### src/logic/casd_pkg.sv
`default_nettype none
package casd_pkg;
    // ------------------------------------------------------------
    // Register map (byte addresses on the slave port)
    // ------------------------------------------------------------
    localparam logic [3:0] ADDR_STATUS = 4'h0;
    localparam logic [3:0] ADDR_CONTROL = 4'h4;

    // ------------------------------------------------------------
    // Status register fields
    // ------------------------------------------------------------
    localparam int unsigned SR_C = 0;
    localparam int unsigned SR_Z = 1;
    localparam int unsigned SR_N = 3;
    localparam int unsigned SR_IPL_LSB = 5;
    localparam logic [15:0] SR_C_M = 16'h0001;
    localparam logic [15:0] SR_Z_M = 16'h0002;
    localparam logic [15:0] SR_OV_M = 16'h0004;
    localparam logic [15:0] SR_N_M = 16'h0008;
    localparam logic [15:0] SR_RA_M = 16'h0010;
    localparam logic [15:0] SR_IPL_M = 16'h00e0;
    localparam logic [15:0] SR_DC_M = 16'h0100;
    localparam logic [15:0] SR_IMPL_M = 16'h01ff;
    localparam logic [15:0] SR_SW_M = 16'h01ef;
    localparam logic [15:0] SR_RESET = 16'h0000;
    localparam logic [2:0] IPL_USER_OFF = 3'h7;

    // ------------------------------------------------------------
    // Control register fields
    // ------------------------------------------------------------
    localparam int unsigned CC_PRIORITY_HIGH_BIT = 3;
    localparam logic [15:0] CC_RSVD_M = 16'h0004;
    localparam logic CC_PRIORITY_HIGH_BIT_RESET = 1'b0;

    // ------------------------------------------------------------
    // Divider timing: load, one step per divisor bit, fix, write
    // ------------------------------------------------------------
    localparam int unsigned DIV_ITERS = 16;
    localparam int unsigned DIV_CYCLES = 19;
    localparam logic [3:0] DIV_LAST = 4'(DIV_ITERS - 1);

    typedef enum logic [3:0] {
        OP_NOP, OP_ADD, OP_ADDC, OP_SUB, OP_SUBB, OP_AND, OP_IOR,
        OP_XOR, OP_ASR, OP_SL, OP_LSR, OP_MUL
    } casd_op_t;

    typedef enum logic [2:0] {
        MUL_SS, MUL_UU, MUL_SU, MUL_US, MUL_SL5, MUL_UL5, MUL_UU8
    } casd_mul_t;

    typedef struct packed {
        casd_op_t op;
        logic byte_mode;
        casd_mul_t mul_mode;
        logic [15:0] a;
        logic [15:0] b;
        logic [3:0] shamt;
    } casd_alu_req_t;

    typedef struct packed {
        logic is_signed;
        logic wide;
        logic [3:0] divisor_sel;
        logic [2:0] pair_sel;
    } casd_div_req_t;

    typedef struct packed {
        logic [15:0] result;
        logic [31:0] product;
    } casd_alu_res_t;
endpackage
`default_nettype wire

### src/logic/casd_datapath.sv
// Decided for this implementation: the Avalon-MM register port and the register addresses.
`default_nettype none
module casd_datapath (
    input wire logic i_clk,
    input wire logic i_rst_b,
    input wire logic [3:0] i_avs_address,
    input wire logic i_avs_read,
    input wire logic i_avs_write,
    input wire logic [31:0] i_avs_writedata,
    input wire logic [3:0] i_avs_byteenable,
    output logic [31:0] o_avs_readdata,
    output logic o_avs_waitrequest,
    input wire logic i_alu_valid,
    input wire casd_pkg::casd_alu_req_t i_alu_req,
    output casd_pkg::casd_alu_res_t o_alu_res,
    output logic o_alu_res_valid,
    input wire logic i_div_start,
    input wire casd_pkg::casd_div_req_t i_div_req,
    input wire logic i_div_hold,
    output logic o_div_busy,
    output logic [3:0] o_div_raddr_lo,
    output logic [3:0] o_div_raddr_hi,
    output logic [3:0] o_div_raddr_dvr,
    input wire logic [15:0] i_div_rdata_lo,
    input wire logic [15:0] i_div_rdata_hi,
    input wire logic [15:0] i_div_rdata_dvr,
    output logic o_div_wb_valid,
    output logic [15:0] o_working_reg_zero_data,
    output logic [15:0] o_working_reg_one_data,
    input wire logic i_repeat_active,
    input wire logic i_nesting_disable,
    input wire logic i_ipl_load,
    input wire logic [3:0] i_ipl_value,
    output logic [3:0] o_cpu_priority,
    output logic o_user_irq_off,
    output logic [15:0] o_alu_status_flags
);
    // ------------------------------------------------------------
    // Helpers
    // ------------------------------------------------------------
    // Byte enables of the low half-word as a bit mask
    function automatic logic [15:0] lane_mask(input logic [3:0] be);
        lane_mask = {{8{be[1]}}, {8{be[0]}}};
    endfunction

    // Two's complement magnitude, only when the value is signed
    function automatic logic [31:0] casd_mag(input logic [31:0] v, input logic sgn);
        casd_mag = (sgn && v[31]) ? (~v + 32'h00000001) : v;
    endfunction

    // Which status flags an operation writes
    function automatic logic [15:0] casd_affect(input casd_pkg::casd_op_t op);
        case (op)
            casd_pkg::OP_ADD, casd_pkg::OP_ADDC, casd_pkg::OP_SUB, casd_pkg::OP_SUBB: begin
                casd_affect = casd_pkg::SR_DC_M | casd_pkg::SR_N_M | casd_pkg::SR_OV_M |
                              casd_pkg::SR_Z_M | casd_pkg::SR_C_M;
            end
            casd_pkg::OP_AND, casd_pkg::OP_IOR, casd_pkg::OP_XOR, casd_pkg::OP_ASR,
            casd_pkg::OP_SL, casd_pkg::OP_LSR: begin
                casd_affect = casd_pkg::SR_N_M | casd_pkg::SR_Z_M;
            end
            default: begin
                casd_affect = 16'h0000;
            end
        endcase
    endfunction

    // ------------------------------------------------------------
    // Registers
    // ------------------------------------------------------------
    logic [15:0] sr_r;
    logic [15:0] sr_nxt;
    logic priority_high_bit_r;
    logic priority_high_bit_nxt;
    logic ack_r;
    logic [31:0] rdata_r;

    // ------------------------------------------------------------
    // Bus slave: one wait state for every access
    // ------------------------------------------------------------
    wire req = i_avs_read | i_avs_write;
    wire wr_fire = i_avs_write & ack_r;
    wire [15:0] wd16 = i_avs_writedata[15:0];
    wire [15:0] lanes = lane_mask(i_avs_byteenable);
    wire sr_sel = i_avs_address == casd_pkg::ADDR_STATUS;
    wire cc_sel = i_avs_address == casd_pkg::ADDR_CONTROL;
    wire [15:0] cc_rd = ({16{priority_high_bit_r}} & (16'h0001 << casd_pkg::CC_PRIORITY_HIGH_BIT)) |
                        casd_pkg::CC_RSVD_M;
    // Unmapped addresses read zero and swallow writes
    wire [31:0] rd_mux = sr_sel ? {16'h0000, sr_r} :
                         cc_sel ? {16'h0000, cc_rd} : 32'h00000000;

    assign o_avs_waitrequest = req & ~ack_r;
    assign o_avs_readdata = rdata_r;

    // Ack toggles so every request sees exactly one wait cycle
    always_ff @(posedge i_clk or negedge i_rst_b) begin
        if (!i_rst_b) begin
            ack_r <= 1'b0;
            rdata_r <= 32'h00000000;
        end else begin
            ack_r <= req & ~ack_r;
            if (i_avs_read && !ack_r) begin
                rdata_r <= rd_mux;
            end
        end
    end

    // ------------------------------------------------------------
    // Adder and flag generation
    // ------------------------------------------------------------
    wire [15:0] a = i_alu_req.a;
    wire [15:0] b = i_alu_req.b;
    wire bm = i_alu_req.byte_mode;
    wire alu_fire = i_alu_valid;
    wire is_sub = (i_alu_req.op == casd_pkg::OP_SUB) | (i_alu_req.op == casd_pkg::OP_SUBB);
    wire use_c = (i_alu_req.op == casd_pkg::OP_ADDC) | (i_alu_req.op == casd_pkg::OP_SUBB);
    // Subtract adds the inverse so carry out is the inverted borrow
    wire [15:0] b_eff = is_sub ? ~b : b;
    wire cin = use_c ? sr_r[casd_pkg::SR_C] : is_sub;
    wire [16:0] sum_w = {1'b0, a} + {1'b0, b_eff} + 17'(cin);
    wire [8:0] sum_b = {1'b0, a[7:0]} + {1'b0, b_eff[7:0]} + 9'(cin);
    wire [4:0] sum_n = {1'b0, a[3:0]} + {1'b0, b_eff[3:0]} + 5'(cin);
    wire c_new = bm ? sum_b[8] : sum_w[16];
    wire dc_new = bm ? sum_n[4] : sum_b[8];

    // ------------------------------------------------------------
    // Barrel shifter, one cycle for any amount 0..15
    // ------------------------------------------------------------
    wire [15:0] sh_sx = bm ? {{8{a[7]}}, a[7:0]} : a;
    wire [15:0] sh_zx = bm ? {8'h00, a[7:0]} : a;
    wire [15:0] asr_v = 16'($signed(sh_sx) >>> i_alu_req.shamt);
    wire [15:0] lsr_v = sh_zx >> i_alu_req.shamt;
    wire [15:0] sl_v = a << i_alu_req.shamt;

    // Result select for the operation in flight
    logic [15:0] r;
    always_comb begin
        case (i_alu_req.op)
            casd_pkg::OP_ADD, casd_pkg::OP_ADDC, casd_pkg::OP_SUB, casd_pkg::OP_SUBB: begin
                r = sum_w[15:0];
            end
            casd_pkg::OP_AND: begin
                r = a & b;
            end
            casd_pkg::OP_IOR: begin
                r = a | b;
            end
            casd_pkg::OP_XOR: begin
                r = a ^ b;
            end
            casd_pkg::OP_ASR: begin
                r = asr_v;
            end
            casd_pkg::OP_LSR: begin
                r = lsr_v;
            end
            casd_pkg::OP_SL: begin
                r = sl_v;
            end
            default: begin
                r = a;
            end
        endcase
    end

    // Flags judged at the selected width
    wire msb_r = bm ? r[7] : r[15];
    wire msb_a = bm ? a[7] : a[15];
    wire msb_b = bm ? b_eff[7] : b_eff[15];
    wire is_zero = bm ? (r[7:0] == 8'h00) : (r == 16'h0000);
    wire n_new = msb_r;
    wire ov_new = (msb_a == msb_b) & (msb_r != msb_a);
    // Carry-chained ops can only clear zero, so multi-word results test whole
    wire z_new = use_c ? (sr_r[casd_pkg::SR_Z] & is_zero) : is_zero;
    // Byte results leave the upper byte of the destination untouched
    wire [15:0] res_out = bm ? {a[15:8], r[7:0]} : r;

    // ------------------------------------------------------------
    // Multiplier: 17x17 signed core, sign bits chosen per mode
    // ------------------------------------------------------------
    wire mm_ss = i_alu_req.mul_mode == casd_pkg::MUL_SS;
    wire mm_su = i_alu_req.mul_mode == casd_pkg::MUL_SU;
    wire mm_us = i_alu_req.mul_mode == casd_pkg::MUL_US;
    wire mm_sl = i_alu_req.mul_mode == casd_pkg::MUL_SL5;
    wire mm_l5 = mm_sl | (i_alu_req.mul_mode == casd_pkg::MUL_UL5);
    wire mm_b8 = i_alu_req.mul_mode == casd_pkg::MUL_UU8;
    wire sa = (mm_ss | mm_su | mm_sl) & a[15];
    wire sb = (mm_ss | mm_us) & b[15];
    wire [16:0] ma = mm_b8 ? {9'h000, a[7:0]} : {sa, a};
    wire [16:0] mb = mm_b8 ? {9'h000, b[7:0]} :
                     mm_l5 ? {12'h000, b[4:0]} : {sb, b};
    wire signed [33:0] prod = $signed(ma) * $signed(mb);
    wire is_mul = i_alu_req.op == casd_pkg::OP_MUL;

    // Results registered; multiply writes no flags
    always_ff @(posedge i_clk or negedge i_rst_b) begin
        if (!i_rst_b) begin
            o_alu_res <= '0;
            o_alu_res_valid <= 1'b0;
        end else begin
            o_alu_res_valid <= alu_fire;
            if (alu_fire) begin
                o_alu_res.result <= res_out;
                o_alu_res.product <= is_mul ? prod[31:0] : o_alu_res.product;
            end
        end
    end

    // ------------------------------------------------------------
    // Status register next value
    // ------------------------------------------------------------
    // Priority field is frozen against software while nesting is off
    wire [15:0] ipl_lock = i_nesting_disable ? ~casd_pkg::SR_IPL_M : 16'hffff;
    wire [15:0] sw_m = lanes & casd_pkg::SR_SW_M & ipl_lock &
                       {16{wr_fire & sr_sel}};
    wire [15:0] sr_sw = (sr_r & ~sw_m) | (wd16 & sw_m);
    wire [15:0] hw_m = casd_affect(i_alu_req.op) & {16{alu_fire}};
    wire [15:0] hw_v = ({16{dc_new}} & casd_pkg::SR_DC_M) |
                       ({16{n_new}} & casd_pkg::SR_N_M) |
                       ({16{ov_new}} & casd_pkg::SR_OV_M) |
                       ({16{z_new}} & casd_pkg::SR_Z_M) |
                       ({16{c_new}} & casd_pkg::SR_C_M);
    wire [15:0] sr_alu = (sr_sw & ~hw_m) | (hw_v & hw_m); // Hardware beats software
    wire [15:0] ipl_v = 16'(i_ipl_value[2:0]) << casd_pkg::SR_IPL_LSB;
    wire [15:0] ipl_m = casd_pkg::SR_IPL_M & {16{i_ipl_load}};
    wire [15:0] sr_ipl = (sr_alu & ~ipl_m) | (ipl_v & ipl_m);
    wire [15:0] ra_v = {16{i_repeat_active}} & casd_pkg::SR_RA_M;
    assign sr_nxt = ((sr_ipl & ~casd_pkg::SR_RA_M) | ra_v) & casd_pkg::SR_IMPL_M;

    // Control priority bit: software may clear, hardware load wins
    wire cc_clr = wr_fire & cc_sel & i_avs_byteenable[0] &
                  ~i_avs_writedata[casd_pkg::CC_PRIORITY_HIGH_BIT];
    assign priority_high_bit_nxt = i_ipl_load ? i_ipl_value[3] : (priority_high_bit_r & ~cc_clr);

    always_ff @(posedge i_clk or negedge i_rst_b) begin
        if (!i_rst_b) begin
            sr_r <= casd_pkg::SR_RESET;
            priority_high_bit_r <= casd_pkg::CC_PRIORITY_HIGH_BIT_RESET;
        end else begin
            sr_r <= sr_nxt;
            priority_high_bit_r <= priority_high_bit_nxt;
        end
    end

    wire [2:0] ipl_lo = sr_r[casd_pkg::SR_IPL_LSB +: 3];
    assign o_cpu_priority = {priority_high_bit_r, ipl_lo};
    assign o_user_irq_off = ipl_lo == casd_pkg::IPL_USER_OFF;
    assign o_alu_status_flags = sr_r;

    // ------------------------------------------------------------
    // Divider sequencer
    // ------------------------------------------------------------
    typedef enum logic [4:0] {
        DV_IDLE = 5'b00001,
        DV_LOAD = 5'b00010,
        DV_ITER = 5'b00100,
        DV_FIX = 5'b01000,
        DV_DONE = 5'b10000
    } casd_dv_state_t;

    casd_dv_state_t dv_r;
    casd_dv_state_t dv_nxt;
    casd_pkg::casd_div_req_t dreq_r;
    logic [3:0] cnt_r;
    logic [15:0] quo_r;
    logic [15:0] rem_r;
    logic [15:0] dvr_r;
    logic neg_q_r;
    logic neg_r_r;

    // Dividend: full pair, or one word extended to 32 bits
    wire sgn = dreq_r.is_signed;
    wire [31:0] dvd32 = dreq_r.wide ? {i_div_rdata_hi, i_div_rdata_lo} :
                        sgn ? {{16{i_div_rdata_lo[15]}}, i_div_rdata_lo} :
                        {16'h0000, i_div_rdata_lo};
    wire [31:0] dvr32 = sgn ? {{16{i_div_rdata_dvr[15]}}, i_div_rdata_dvr} :
                        {16'h0000, i_div_rdata_dvr};
    wire [31:0] dvd_mag = casd_mag(dvd32, sgn);
    wire [31:0] dvr_mag = casd_mag(dvr32, sgn);
    // One shift-subtract step; quotient width fixes the step count
    wire [16:0] sh = {rem_r, quo_r[15]};
    wire [16:0] trial = sh - {1'b0, dvr_r};
    wire take = ~trial[16];
    wire last = cnt_r == casd_pkg::DIV_LAST;

    // Hold freezes the sequence so an interrupt can slot in
    always_comb begin
        dv_nxt = dv_r;
        case (dv_r)
            DV_IDLE: begin
                if (i_div_start) begin
                    dv_nxt = DV_LOAD;
                end
            end
            DV_LOAD: begin
                dv_nxt = i_div_hold ? DV_LOAD : DV_ITER;
            end
            DV_ITER: begin
                dv_nxt = (last && !i_div_hold) ? DV_FIX : DV_ITER;
            end
            DV_FIX: begin
                dv_nxt = i_div_hold ? DV_FIX : DV_DONE;
            end
            DV_DONE: begin
                dv_nxt = DV_IDLE;
            end
            default: begin
                dv_nxt = DV_IDLE;
            end
        endcase
    end

    // Datapath of the divider, 1 + 16 + 1 + 1 cycles when not held
    always_ff @(posedge i_clk or negedge i_rst_b) begin
        if (!i_rst_b) begin
            dv_r <= DV_IDLE;
            dreq_r <= '0;
            cnt_r <= 4'h0;
            quo_r <= 16'h0000;
            rem_r <= 16'h0000;
            dvr_r <= 16'h0000;
            neg_q_r <= 1'b0;
            neg_r_r <= 1'b0;
            o_working_reg_zero_data <= 16'h0000;
            o_working_reg_one_data <= 16'h0000;
        end else begin
            dv_r <= dv_nxt;
            if (dv_r == DV_IDLE && i_div_start) begin
                dreq_r <= i_div_req;
                cnt_r <= 4'h0;
            end
            if (dv_r == DV_LOAD && !i_div_hold) begin
                rem_r <= dvd_mag[31:16];
                quo_r <= dvd_mag[15:0];
                dvr_r <= dvr_mag[15:0];
                neg_q_r <= sgn & (dvd32[31] ^ dvr32[31]);
                neg_r_r <= sgn & dvd32[31];
            end
            if (dv_r == DV_ITER && !i_div_hold) begin
                rem_r <= take ? trial[15:0] : sh[15:0];
                quo_r <= {quo_r[14:0], take};
                cnt_r <= cnt_r + 4'h1;
            end
            if (dv_r == DV_FIX && !i_div_hold) begin
                o_working_reg_zero_data <= neg_q_r ? (~quo_r + 16'h0001) : quo_r;
                o_working_reg_one_data <= neg_r_r ? (~rem_r + 16'h0001) : rem_r;
            end
        end
    end

    // Operand fetch addresses: any divisor, even-aligned dividend pair
    assign o_div_raddr_lo = {dreq_r.pair_sel, 1'b0};
    assign o_div_raddr_hi = {dreq_r.pair_sel, 1'b1};
    assign o_div_raddr_dvr = dreq_r.divisor_sel;
    assign o_div_busy = dv_r != DV_IDLE;
    assign o_div_wb_valid = dv_r == DV_DONE;
endmodule
`default_nettype wire

### config.mk
export PLATFORM = sky130hd
export DESIGN_NAME = casd_datapath
export DESIGN_NICKNAME = d
export VERILOG_FILES = /design/src/logic/casd_pkg.sv /design/src/logic/casd_datapath.sv
export SDC_FILE = /design/constraint.sdc
export NUM_CORES = 1
export LEC_CHECK = 0
export BUFFER_PORTS_ARGS = -buffer_cell sky130_fd_sc_hd__buf_2
export CAP_MARGIN = 40
export CORE_MARGIN = 1
export CORE_UTILIZATION = 24
export DETAILED_ROUTE_END_ITERATION = 12
export PLACE_DENSITY = 0.45
export SLEW_MARGIN = 20
export SYNTH_ARGS = -nofsm -noshare
export SYNTH_HDL_FRONTEND = slang
export SYNTH_SLANG_ARGS = --single-unit
export TNS_END_PERCENT = 30
### constraint.sdc
create_clock -name i_clk -period 4.1 [get_ports i_clk]
set_clock_uncertainty 0.15 [all_clocks]
set_input_delay 0.82 -clock i_clk [delete_from_list [all_inputs] [get_ports i_clk]]
set_output_delay 0.82 -clock i_clk [all_outputs]
set_load 0.005 [all_outputs]
=== After elaboration in Yosys (flattened, before gate mapping) ===
Memories as Yosys holds them, arrays and structs flattened.
Cells that the tools add are included.

* Register bits: 192
* Latch bits: 0
* Bits in writable memories: 0
* Memory bits (read-only): 80
* Input bits: 155
* Output and inout port bits: 149
* Logic and storage cells: 175
* Memories: 1

* $add $sub $neg: 12
* Multiply operators: 1
* Divide/modulo/power cells: 0
* Order comparisons: 0
* Equality and inequality tests: 28
* Shifts and indexed selects: 3
* Multiplexer cells: 39
* Bitwise logic cells: 53
* Reductions and logical operators: 18

{| class="wikitable"
|+ Memories
! name !! depth !! width !! read ports !! clocked after memory_dff !! write ports !! RTL line !! source
|-
| (name not given) || 16 || 5 || 1 || 0 || 0 || casd_datapath.sv:53 || <nowiki>case (op)</nowiki>
|}

{| class="wikitable"
|+ Operator list
! kind !! number
|-
| 2-to-1 mux 16 bit || 12
|-
| 2-to-1 mux 32 bit || 4
|-
| one-hot mux 16 bit (7 select lines) || 1
|-
| AND 9 bit || 8
|-
| inverter 16 bit || 4
|-
| 2-to-1 mux 17 bit || 3
|-
| adder 16 x 1 -> 16 bit (second input constant) || 3
|-
| adder 32 x 1 -> 32 bit (second input constant) || 1
|-
| multiplier 17 x 17 -> 32 bit || 1
|-
| inverter 32 bit || 1
|-
| equality test 4 x 3 -> 1 bit (second input constant) || 5
|-
| equality test 4 bit (second input constant) || 5
|-
| one-hot mux 5 bit (4 select lines) || 1
|-
| inverter 9 bit || 2
|-
| bitwise OR 9 bit || 2
|-
| adder 16 x 16 -> 17 bit || 1
|-
| adder 17 x 1 -> 17 bit || 1
|-
| subtractor 17 x 16 -> 17 bit || 1
|-
| AND 16 bit || 1
|-
| logical NOT 16 bit || 1
|-
| 2-to-1 mux 4 bit || 4
|-
| bitwise OR 16 bit || 1
|-
| left shift 16 x 4 -> 16 bit || 1
|-
| right shift 16 x 4 -> 16 bit || 1
|-
| other kinds (45) || 89
|}

=== Logic depth before layout (Yosys ltp) ===
Gate-level depths: netlist of the first run.

* Depth in word-level cells: 17
* Gate-level depth with buffers: 28
* Depth with buffers taken out: 25

=== Worst setup path before layout of the first run ===
OpenSTA, ideal clock, no wires.

* Kind: input port to flip-flop
* Start point: in i_alu_req[37] in the netlist's numbering
* End point: reg o_alu_res[29] in the netlist's numbering
* Setup time: 132 ps
* Arrival time: 6,751 ps
* Required time: 3,818 ps
* Setup slack: -2,933 ps
* Stages on the path: 26
* Path buffers: 3
* Cell sequence: nand2b_1 > clkbuf_1 > clkbuf_1 > and2_1 > clkbuf_1 > nand2_1 > fa_1 > inv_1 > fa_1 > inv_1 > fa_1 > inv_1 > fa_1 > fa_1 > inv_1 > fa_1 > inv_1 > ha_1 > a2111oi_0 > o211ai_1 > nand3_1 > a21oi_1 > a21oi_1 > mux2i_1 > a211oi_1 > o21ai_1

* Word-level cells in the longest chain between the ends: 6
* Elaborated cells between the ends (all ways): 16
* Classes of those cells: mul (1); eq/ne (5); mux (3); bitwise (6); reduce/logical (1)

{| class="wikitable"
|+ RTL lines
! element !! RTL line !! source
|-
| start: declaration || casd_datapath.sv:14 || <nowiki>input wire casd_pkg::casd_alu_req_t i_alu_req,</nowiki>
|-
| equality test 3 x 2 -> 1 bit, or another cell as far along || casd_datapath.sv:183 || <nowiki>wire mm_su = i_alu_req.mul_mode == casd_pkg::MUL_SU;</nowiki>
|-
| bitwise OR 1 bit, on equally long branches || casd_datapath.sv:188, casd_datapath.sv:189 ||
|-
| bitwise OR 1 bit / AND 1 bit (equally long branches) || casd_datapath.sv:188, casd_datapath.sv:189 ||
|-
| AND 1 bit / 2-to-1 mux 17 bit (equally long branches) || casd_datapath.sv:188, casd_datapath.sv:192 ||
|-
| 2-to-1 mux 17 bit, on equally long branches || casd_datapath.sv:190, casd_datapath.sv:191 ||
|-
| multiplier 17 x 17 -> 32 bit (*) || casd_datapath.sv:193 || <nowiki>wire signed [33:0] prod = $signed(ma) * $signed(mb);</nowiki>
|-
| end: declaration || casd_datapath.sv:15 || <nowiki>output casd_pkg::casd_alu_res_t o_alu_res,</nowiki>
|}

Mark *: on every way between the ends. The rest lies on a longest branch, timed or not.
A chain may end at the register's enable or synchronous reset.

=== Worst setup path after layout of the first run ===
* Start point: in i_alu_req[38] in the netlist's numbering
* End point: reg o_alu_res[29] in the netlist's numbering

The elaborated chain is that of the path after synthesis.

==> results of run 1 <==
stage by stage:
stage               area (um^2)  hold slack [ps]  power, mW  std cells  worst slack [ps]
floorplan                 24860            293.2      13.64       2897             -2395
global placement          30100            302.5      20.08       4679             -2920
detailed placement        30150            302.7      20.08       4683             -3061
CTS                       31390            224.1      23.07       4735             -2156
global route              31740            116.9      26.23       4746             -2506
finish                    31740            113.2      23.77       4746             -2273
Yosys cell counts, drive strengths merged, types with 16 or more instances:
| cell | count |
|---|---|
| mux2i | 57 |
| nor2b | 20 |
| nor2 | 223 |
| fa | 285 |
| xor2 | 49 |
| mux2 | 24 |
| o31ai | 28 |
| nor3 | 73 |
| o22ai | 21 |
| and2 | 17 |
| and3 | 26 |
| nand3 | 40 |
| nand2b | 25 |
| inv | 389 |
| o21ai | 174 |
| a211oi | 24 |
| a22oi | 22 |
| clkbuf | 120 |
| or3 | 16 |
| dfrtp | 168 |
| buf | 65 |
| nand2 | 380 |
| a21o | 18 |
| nor4 | 16 |
| mux4 | 19 |
| a21oi | 107 |
| a31oi | 18 |
| xnor2 | 79 |
| ha | 151 |
cells in the final DEF, fill, tap and decap left out, types with 27 or more instances in the layout:
master                    instances
sky130_fd_sc_hd__a21oi_1         92
sky130_fd_sc_hd__buf_2          240
sky130_fd_sc_hd__buf_4          421
sky130_fd_sc_hd__conb_1          32
sky130_fd_sc_hd__dfrtp_1        168
sky130_fd_sc_hd__fa_1           277
sky130_fd_sc_hd__ha_1           139
sky130_fd_sc_hd__inv_1          370
sky130_fd_sc_hd__mux2i_1         56
sky130_fd_sc_hd__nand2_1        345
sky130_fd_sc_hd__nand2_2         27
sky130_fd_sc_hd__nand3_1         36
sky130_fd_sc_hd__nor2_1         205
sky130_fd_sc_hd__nor3_1          62
sky130_fd_sc_hd__o21ai_0        142
sky130_fd_sc_hd__o21ai_1         28
sky130_fd_sc_hd__o31ai_1         27
sky130_fd_sc_hd__xnor2_1         72
sky130_fd_sc_hd__xor2_1          47
power by group through the flow:
| stage | Clock [mW] | Combinational (mW) | Sequential [mW] |
|---|---|---|---|
| 3_3_place_gp | 0 | 17.4 | 2.68 |
| 4_1_cts | 1.82 | 18.6 | 2.65 |
| 5_1_grt | 1.87 | 21.6 | 2.72 |
| 6_report | 1.74 | 19.4 | 2.65 |
| 3_5_place_dp | 0 | 17.4 | 2.68 |
| 2_1_floorplan | 0 | 11.1 | 2.52 |
layout make-up:
class	instances	share of cell area [%]
diodes	1	0.007885
clock buffers	18	1.384
clock inverters	14	0.5007
inverters	397	4.727
multi-input cells	2147	58.92
flip-flops and latches	169	13.33
well taps	1298	5.118
repair buffers	702	16.01
logic make-up (layout without fill, tap and decap cells):
| group | after synthesis | count (layout) | synth area share [%] |
|---|---|---|---|
| AND/OR/NAND/NOR | 895 | 896 | 16.78 |
| buffers and inverters | 582 | 1131 | 9.758 |
| AO/OA/AOI/OAI | 555 | 555 | 14.87 |
| adder cells (fa/ha/maj) | 436 | 436 | 31.29 |
| flip-flops | 169 | 169 | 17.43 |
| XOR/XNOR | 128 | 128 | 4.619 |
| multiplexers | 100 | 100 | 5.227 |
| other | 2 | 33 | 0.03094 |
how the worst max path moves through the flow:
stage	startpoint	endpoint	slack (ps)	cells past startpoint
6_report	i_alu_req[38]	o_alu_res[29]	-2270	25
5_1_grt	i_alu_req[38]	o_alu_res[29]	-2510	27
4_1_cts	i_alu_req[38]	o_alu_res[29]	-2160	25
3_5_place_dp	i_alu_req[38]	o_alu_res[31]	-3060	26
3_3_place_gp	i_alu_req[38]	o_alu_res[29]	-2920	26
2_1_floorplan	i_alu_req[37]	o_alu_res[27]	-2390	27
metal layers:
layer | global-route usage [%] | routed length (um) | up-vias
li1 | - | - | 10650
met5 | 0 | 0 | -
met2 | 29.55 | 43440 | 469
met4 | 5.391 | 2290 | 0
met1 | 22.10 | 38520 | 10950
met3 | 3.293 | 4086 | 94
registers in the layout, indices dropped and copies added (netlist names), 3 cells and up, named ones only:
| name | cells |
|---|---|
| o_div_raddr_hi | 3 |
| quo_r | 16 |
| rem_r | 16 |
| o_avs_readdata | 9 |
| o_working_reg_one_data | 16 |
| cnt_r | 4 |
| o_alu_res | 48 |
| o_div_raddr_dvr | 4 |
| dvr_r | 16 |
| dv_r | 5 |
| o_working_reg_zero_data | 16 |
timing repair:
item,CTS,global route
hold endpoints to repair,0,0
hold buffers,0,0
pin swaps,40,58
buffers inserted,17,10
gates resized for setup,107,66
cloned,5,0
endpoints found under the setup margin,33,34
==> insert_results.sql, run 1 <==
INSERT INTO impl_metrics (metric_group, metric, value, unit) VALUES
('die', 'design.portCount', '304', ''),
('pwr', 'power_per_cell_area', '749.1', 'nW/um^2'),
('clock_network', 'clk-insertion-delay-late', '510', 'ps'),
('sta', 'worst_slew_pin_slew', '783.7', 'ps'),
('logic_synthesis', 'syn_area_per_cell', '8.466', 'um^2'),
('logic_synthesis', 'synth_cells', '2867', ''),
('clock_network', 'clockRootBuffer', 'sky130_fd_sc_hd__clkbuf_16', ''),
('run_status', 'failed_checks', 'setup timing', ''),
('worst_setup_path', 'crit_buf_inv', '6', ''),
('worst_setup_path', 'worstSetupPathType', 'in2reg', ''),
('pwr', 'power.combinational.fraction', '81.6', '%'),
('global_route', 'grt_first_pass_wirelength', '135.4', 'mm'),
('die', 'die_w', '320.0', 'um'),
('placed_design', 'gp_routability_congestion', '0.8923', ''),
('worst_setup_path', 'timing.critical_path.from_type', 'input pin', ''),
('worst_setup_path', 'cp_slowest_stage_delay', '560', 'ps'),
('logic_synthesis', 'synthesis.area', '24270', 'um^2'),
('clock_network', 'numCtsBuffers', '17', ''),
('pwr', 'power_leakage', '15.34', 'nW'),
('final_layout', 'drive_above_1_share', '27.88', '%'),
('worst_setup_path', 'setup.reg_to_reg.worst_slack', '390', 'ps'),
('pwr', 'power.internal', '12.74', 'mW'),
('sta', 'finalHoldViolations', '0', ''),
('worst_setup_path', 'worst_r2r_path_depth', '15', ''),
('route', 'routed_wire_length_per_instance', '18.61', 'um'),
('route', 'drt_iter0_drc', '1310', ''),
('logic_synthesis', 'postSynth.topFlopCell', 'sky130_fd_sc_hd__dfrtp_1', ''),
('final_layout', 'fillerInstances', '10770', ''),
('logic_synthesis', 'synth_edf_count', '0', ''),
('placed_design', 'detailed_place_hpwl', '73.36', 'mm'),
('die', 'die_area', '102400', 'um^2'),
('sta', 'fin_setup_tns', '-43510', 'ps'),
('final_layout', 'postLayoutCoreUtil', '31.69', '%'),
('logic_synthesis', 'yosys_register_bits', '169', ''),
('sta', 'max_freq', '156.9', 'MHz'),
('route', 'ant_nets', '0', ''),
('sta', 'timing.final.setup_violations', '28', ''),
('clock_network', 'cts_num_sinks', '169', ''),
('worst_setup_path', 'gate_family_responsible_for_the_most_delay_along_the_worst_path', 'adder cells', ''),
('worst_setup_path', 'req_time_crit_path', '4330', 'ps'),
('route', 'firstDrtPassIters', '7', ''),
('die', 'floorplan.initialDensity', '24.24', '%'),
('worst_setup_path', 'critical-path-slowest-cell', 'sky130_fd_sc_hd__fa_1', ''),
('run', 'drv.max_cap_violation_count', '0', ''),
('final_layout', 'flow.area_growth_from_synthesis', '30.74', '%'),
('global_route', 'grt_antenna_before_repair', '4', ''),
('global_route', 'first_global_vias', '22810', ''),
('pwr', 'clockPowerShare', '7.3', '%'),
('route', 'drc_errors', '0', ''),
('sta', 'fin_crit_sh', '155.4', '%'),
('logic_synthesis', 'synth_area_leaders', 'sky130_fd_sc_hd__fa_1 24%, sky130_fd_sc_hd__dfrtp_1 17%, sky130_fd_sc_hd__ha_1 7.8%', ''),
('route', 'num_vias', '22160', ''),
('route', 'detail_route.wirelength', '88.34', 'mm'),
('global_route', 'global_route.overflow_total', '0', ''),
('sta', 'worst_slew_margin_rel', '47.27', '%'),
('worst_setup_path', 'worst-path-max-fanout', '6', ''),
('run_status', 'run_status', 'finished, violations left', ''),
('clock_network', 'clk_pin_slew', '80', 'ps'),
('route', 'routed_via_count_divided_by_cell_count', '4.670', ''),
('worst_setup_path', 'worst_setup_path_end_kind', 'flip-flop', ''),
('sta', 'pins_over_slew_limit', '0', ''),
('pwr', 'worst_ir_drop_on_vdd', '0.9636', 'mV'),
('sta', 'rsz_0062_raised_after_global_routing', 'yes', ''),
('logic_synthesis', 'yosys_top_cell_by_area', 'sky130_fd_sc_hd__fa_1', ''),
('sta', 'finalWorstSetupSlack', '-2273', 'ps'),
('pwr', 'pwr-share-seq', '11.1', '%'),
('logic_synthesis', 'postSynth.asyncResetShare', '100.0', '%'),
('global_route', 'groute.usage.overall', '17.38', '%'),
('die', 'core.rowCount', '116', ''),
('sta', 'timing.final.crit_period', '6373', 'ps'),
('pwr', 'netSwitchingPower', '11.03', 'mW');
Note: power is estimated with default switching activity, not from simulation.
==> run 2, diff against run 1 <==
CORE_ASPECT_RATIO = 0.9   (was not set)
==> insert_results.sql, run 2 (synthesis results as in run 1) <==
INSERT INTO impl_metrics (metric_group, metric, value, unit) VALUES
('worst_setup_path', 'timing.critical_path.from_type', 'input pin', ''),
('final_layout', 'flow.area_growth_from_synthesis', '31.24', '%'),
('run_status', 'failed_checks', 'setup timing', ''),
('sta', 'finalWorstSetupSlack', '-2245', 'ps'),
('route', 'drt_iter0_drc', '1347', ''),
('worst_setup_path', 'gate_family_responsible_for_the_most_delay_along_the_worst_path', 'adder cells', ''),
('global_route', 'grt_start_max_net_pins', '75', ''),
('sta', 'max_freq', '157.6', 'MHz'),
('pwr', 'power_per_cell_area', '758.4', 'nW/um^2'),
('sta', 'worst_slew_pin_slew', '723.1', 'ps'),
('sta', 'finalHoldViolations', '0', ''),
('die', 'floorplan.initialDensity', '24.26', '%'),
('die', 'die_area', '102400', 'um^2'),
('worst_setup_path', 'path_cells', 'buf_12 -> nand2b_4 -> nand2_1 -> buf_4 -> buf_4 -> nor3_1 -> buf_4 -> fa_1 -> fa_1 -> fa_1 -> fa_1 -> fa_1 -> inv_1 -> fa_1 -> inv_1 -> ha_1 -> a21oi_2 -> nor2b_2 -> nor4_4 -> a21oi_4 -> a21o_1 -> a211o_1 -> nand2_1 -> o21ai_1', ''),
('route', 'ant_nets', '0', ''),
('worst_setup_path', 'critical-path-top-cell-by-count', 'sky130_fd_sc_hd__fa_1', ''),
('sta', 'timing.final.setup_violations', '27', ''),
('die', 'die_height', '303.7', 'um'),
('global_route', 'grt_first_pass_wirelength', '134.4', 'mm'),
('worst_setup_path', 'worst-path-max-fanout', '8', ''),
('pwr', 'power_leakage', '15.38', 'nW'),
('route', 'drc_errors', '0', ''),
('die', 'design.portCount', '304', ''),
('global_route', 'global_route.overflow_total', '0', ''),
('sta', 'rsz_0062_raised_after_global_routing', 'yes', ''),
('worst_setup_path', 'critical-path-slowest-cell', 'sky130_fd_sc_hd__fa_1', ''),
('sta', 'fin_setup_tns', '-43090', 'ps'),
('die', 'core.rowCount', '110', ''),
('run', 'drv.max_cap_violation_count', '0', ''),
('route', 'firstDrtPassIters', '5', ''),
('clock_network', 'cts_htree_levels', '4', ''),
('worst_setup_path', 'cp_slowest_stage_delay', '620', 'ps'),
('final_layout', 'mostFrequentLayoutCells', '418 x sky130_fd_sc_hd__buf_4, 374 x sky130_fd_sc_hd__inv_1, 348 x sky130_fd_sc_hd__nand2_1', ''),
('global_route', 'first_global_vias', '22350', ''),
('worst_setup_path', 'timing.critical_path.arrival', '6570', 'ps'),
('route', 'detail_route.wirelength', '87.62', 'mm'),
('sta', 'timing.final.crit_period', '6345', 'ps'),
('clock_network', 'largest_buffer_count_on_any_clock_path', '2', ''),
('die', 'area_of_the_core', '100100', 'um^2'),
('final_layout', 'layout.cells.most_common', 'sky130_fd_sc_hd__buf_4', ''),
('final_layout', 'postLayoutCoreUtil', '31.84', '%'),
('placed_design', 'dpl.cell_count', '4739', ''),
('global_route', 'grt_antenna_before_repair', '6', ''),
('worst_setup_path', 'worst_setup_path_end_kind', 'flip-flop', ''),
('hold_path', 'worst_hold_path_type', 'in2async', ''),
('worst_setup_path', 'worstSetupPathType', 'in2reg', ''),
('placed_design', 'detailed_place_hpwl', '72.49', 'mm'),
('final_layout', 'largest_reg_flops', '48', ''),
('die', 'die_w', '337.2', 'um'),
('placed_design', 'gp_routability_congestion', '0.9104', ''),
('worst_setup_path', 'crit_buf_inv', '6', ''),
('global_route', 'groute.usage.overall', '17.22', '%'),
('clock_network', 'clk-insertion-delay-late', '510', 'ps'),
('clock_network', 'numCtsBuffers', '17', ''),
('clock_network', 'clk_pin_slew', '90', 'ps'),
('sta', 'fin_crit_sh', '154.8', '%'),
('sta', 'worst_slew_margin_rel', '51.35', '%'),
('final_layout', 'finalNetCount', '4032', ''),
('pwr', 'post_route_total_power', '24.16', 'mW'),
('worst_setup_path', 'req_time_crit_path', '4320', 'ps'),
('route', 'num_vias', '22340', ''),
('clock_network', 'tritoncts', 'done', ''),
('placed_design', 'portBuffers', '245', ''),
('pwr', 'worst_ir_drop_on_vdd', '0.8447', 'mV'),
('run_status', 'run_status', 'finished, violations left', ''),
('final_layout', 'layout.cells.non_filler', '4802', ''),
('clock_network', 'cts_num_sinks', '169', ''),
('clock_network', 'clockRootBuffer', 'sky130_fd_sc_hd__clkbuf_16', ''),
('final_layout', 'drive_above_1_share', '27.97', '%'),
('sta', 'pins_over_slew_limit', '0', ''),
('final_layout', 'largest_register', 'o_alu_res', ''),
('route', 'routed_via_count_divided_by_cell_count', '4.652', ''),
('route', 'routed_wire_length_per_instance', '18.25', 'um');
run 2: changes by cell type in the layout (fill, tap and decap cells not counted), sizes merged:
cell	previous run	this run
clkinv	12	11
and2	17	18
clkinvlp	1	4
clkbuf	19	21
inv	396	393
bufbuf	1	0
diode	1	4
buf	700	706
run 2: layout make-up:
| cell class | instances | area [um^2] |
|---|---|---|
| clock inverters | 13 | 166.4 |
| inverters | 397 | 1505 |
| repair buffers | 708 | 5141 |
| flip-flops and latches | 169 | 4230 |
| well taps | 1344 | 1682 |
| fillers | 10790 | 68200 |
| clock buffers | 19 | 432.9 |
| diodes | 4 | 10.01 |
| multi-input cells | 2148 | 18690 |
run 2: repair_timing:
item / CTS / global route
pin swaps: 73 / 43
gates cloned: 4 / 0
setup buffers: 18 / 8
gates resized for setup: 114 / 66
setup endpoints to repair: 34 / 36
hold buffers: 0 / 0
run 2: worst paths after layout:
path,slack [ps],cells after the start,start,endpoint
min reg2reg,320,2,o_working_reg_one_data[6],o_working_reg_one_data[6]
min in group i_clk,280,1,i_repeat_active,o_alu_status_flags[4]
max,-2250,24,i_alu_req[37],o_alu_res[27]
min,190,1,i_rst_b,quo_r[8]
max in group asynchronous,2790,2,i_rst_b,o_alu_res[33]
max reg2reg,400,14,flip-flop,flip-flop
run 2: worst reg2reg max path, delay by kind of cell (launching register included):
kind	cells	cell delay [ps]
AOI/OAI and AO/OA	6	1450
buffers and inverters	2	360
and+or+nand+nor	4	540
DFF	1	390
muxes	1	260
adders and majority gates	1	450
run 2: power breakdown:
part | switching [mW] | internal, mW
clock | 0.880 | 0.917
sequential | 0.526 | 2.13
combinational | 9.87 | 9.84
total | 11.3 | 12.9
run 2: stage by stage:
step,instance area [um^2],hold slack [ps],setup slack [ps]
after floorplan,24860,293.2,-2395
after detailed placement,30340,305.8,-2964
after CTS,31590,177.2,-2165
final,31860,190.0,-2245
after global routing,31850,215.3,-2396
after global placement,30310,303.2,-2886
run 2: per-layer routing:
| layer | global-route usage (%) | vias up | part of all wire (%) |
|---|---|---|---|
| met5 | 0 | - | 0.015 |
| met4 | 4.789 | 2 | 2.1 |
| met3 | 3.153 | 90 | 5.5 |
| met2 | 27.61 | 559 | 47 |
| met1 | 23.50 | 11020 | 45 |
| li1 | - | 10660 | - |
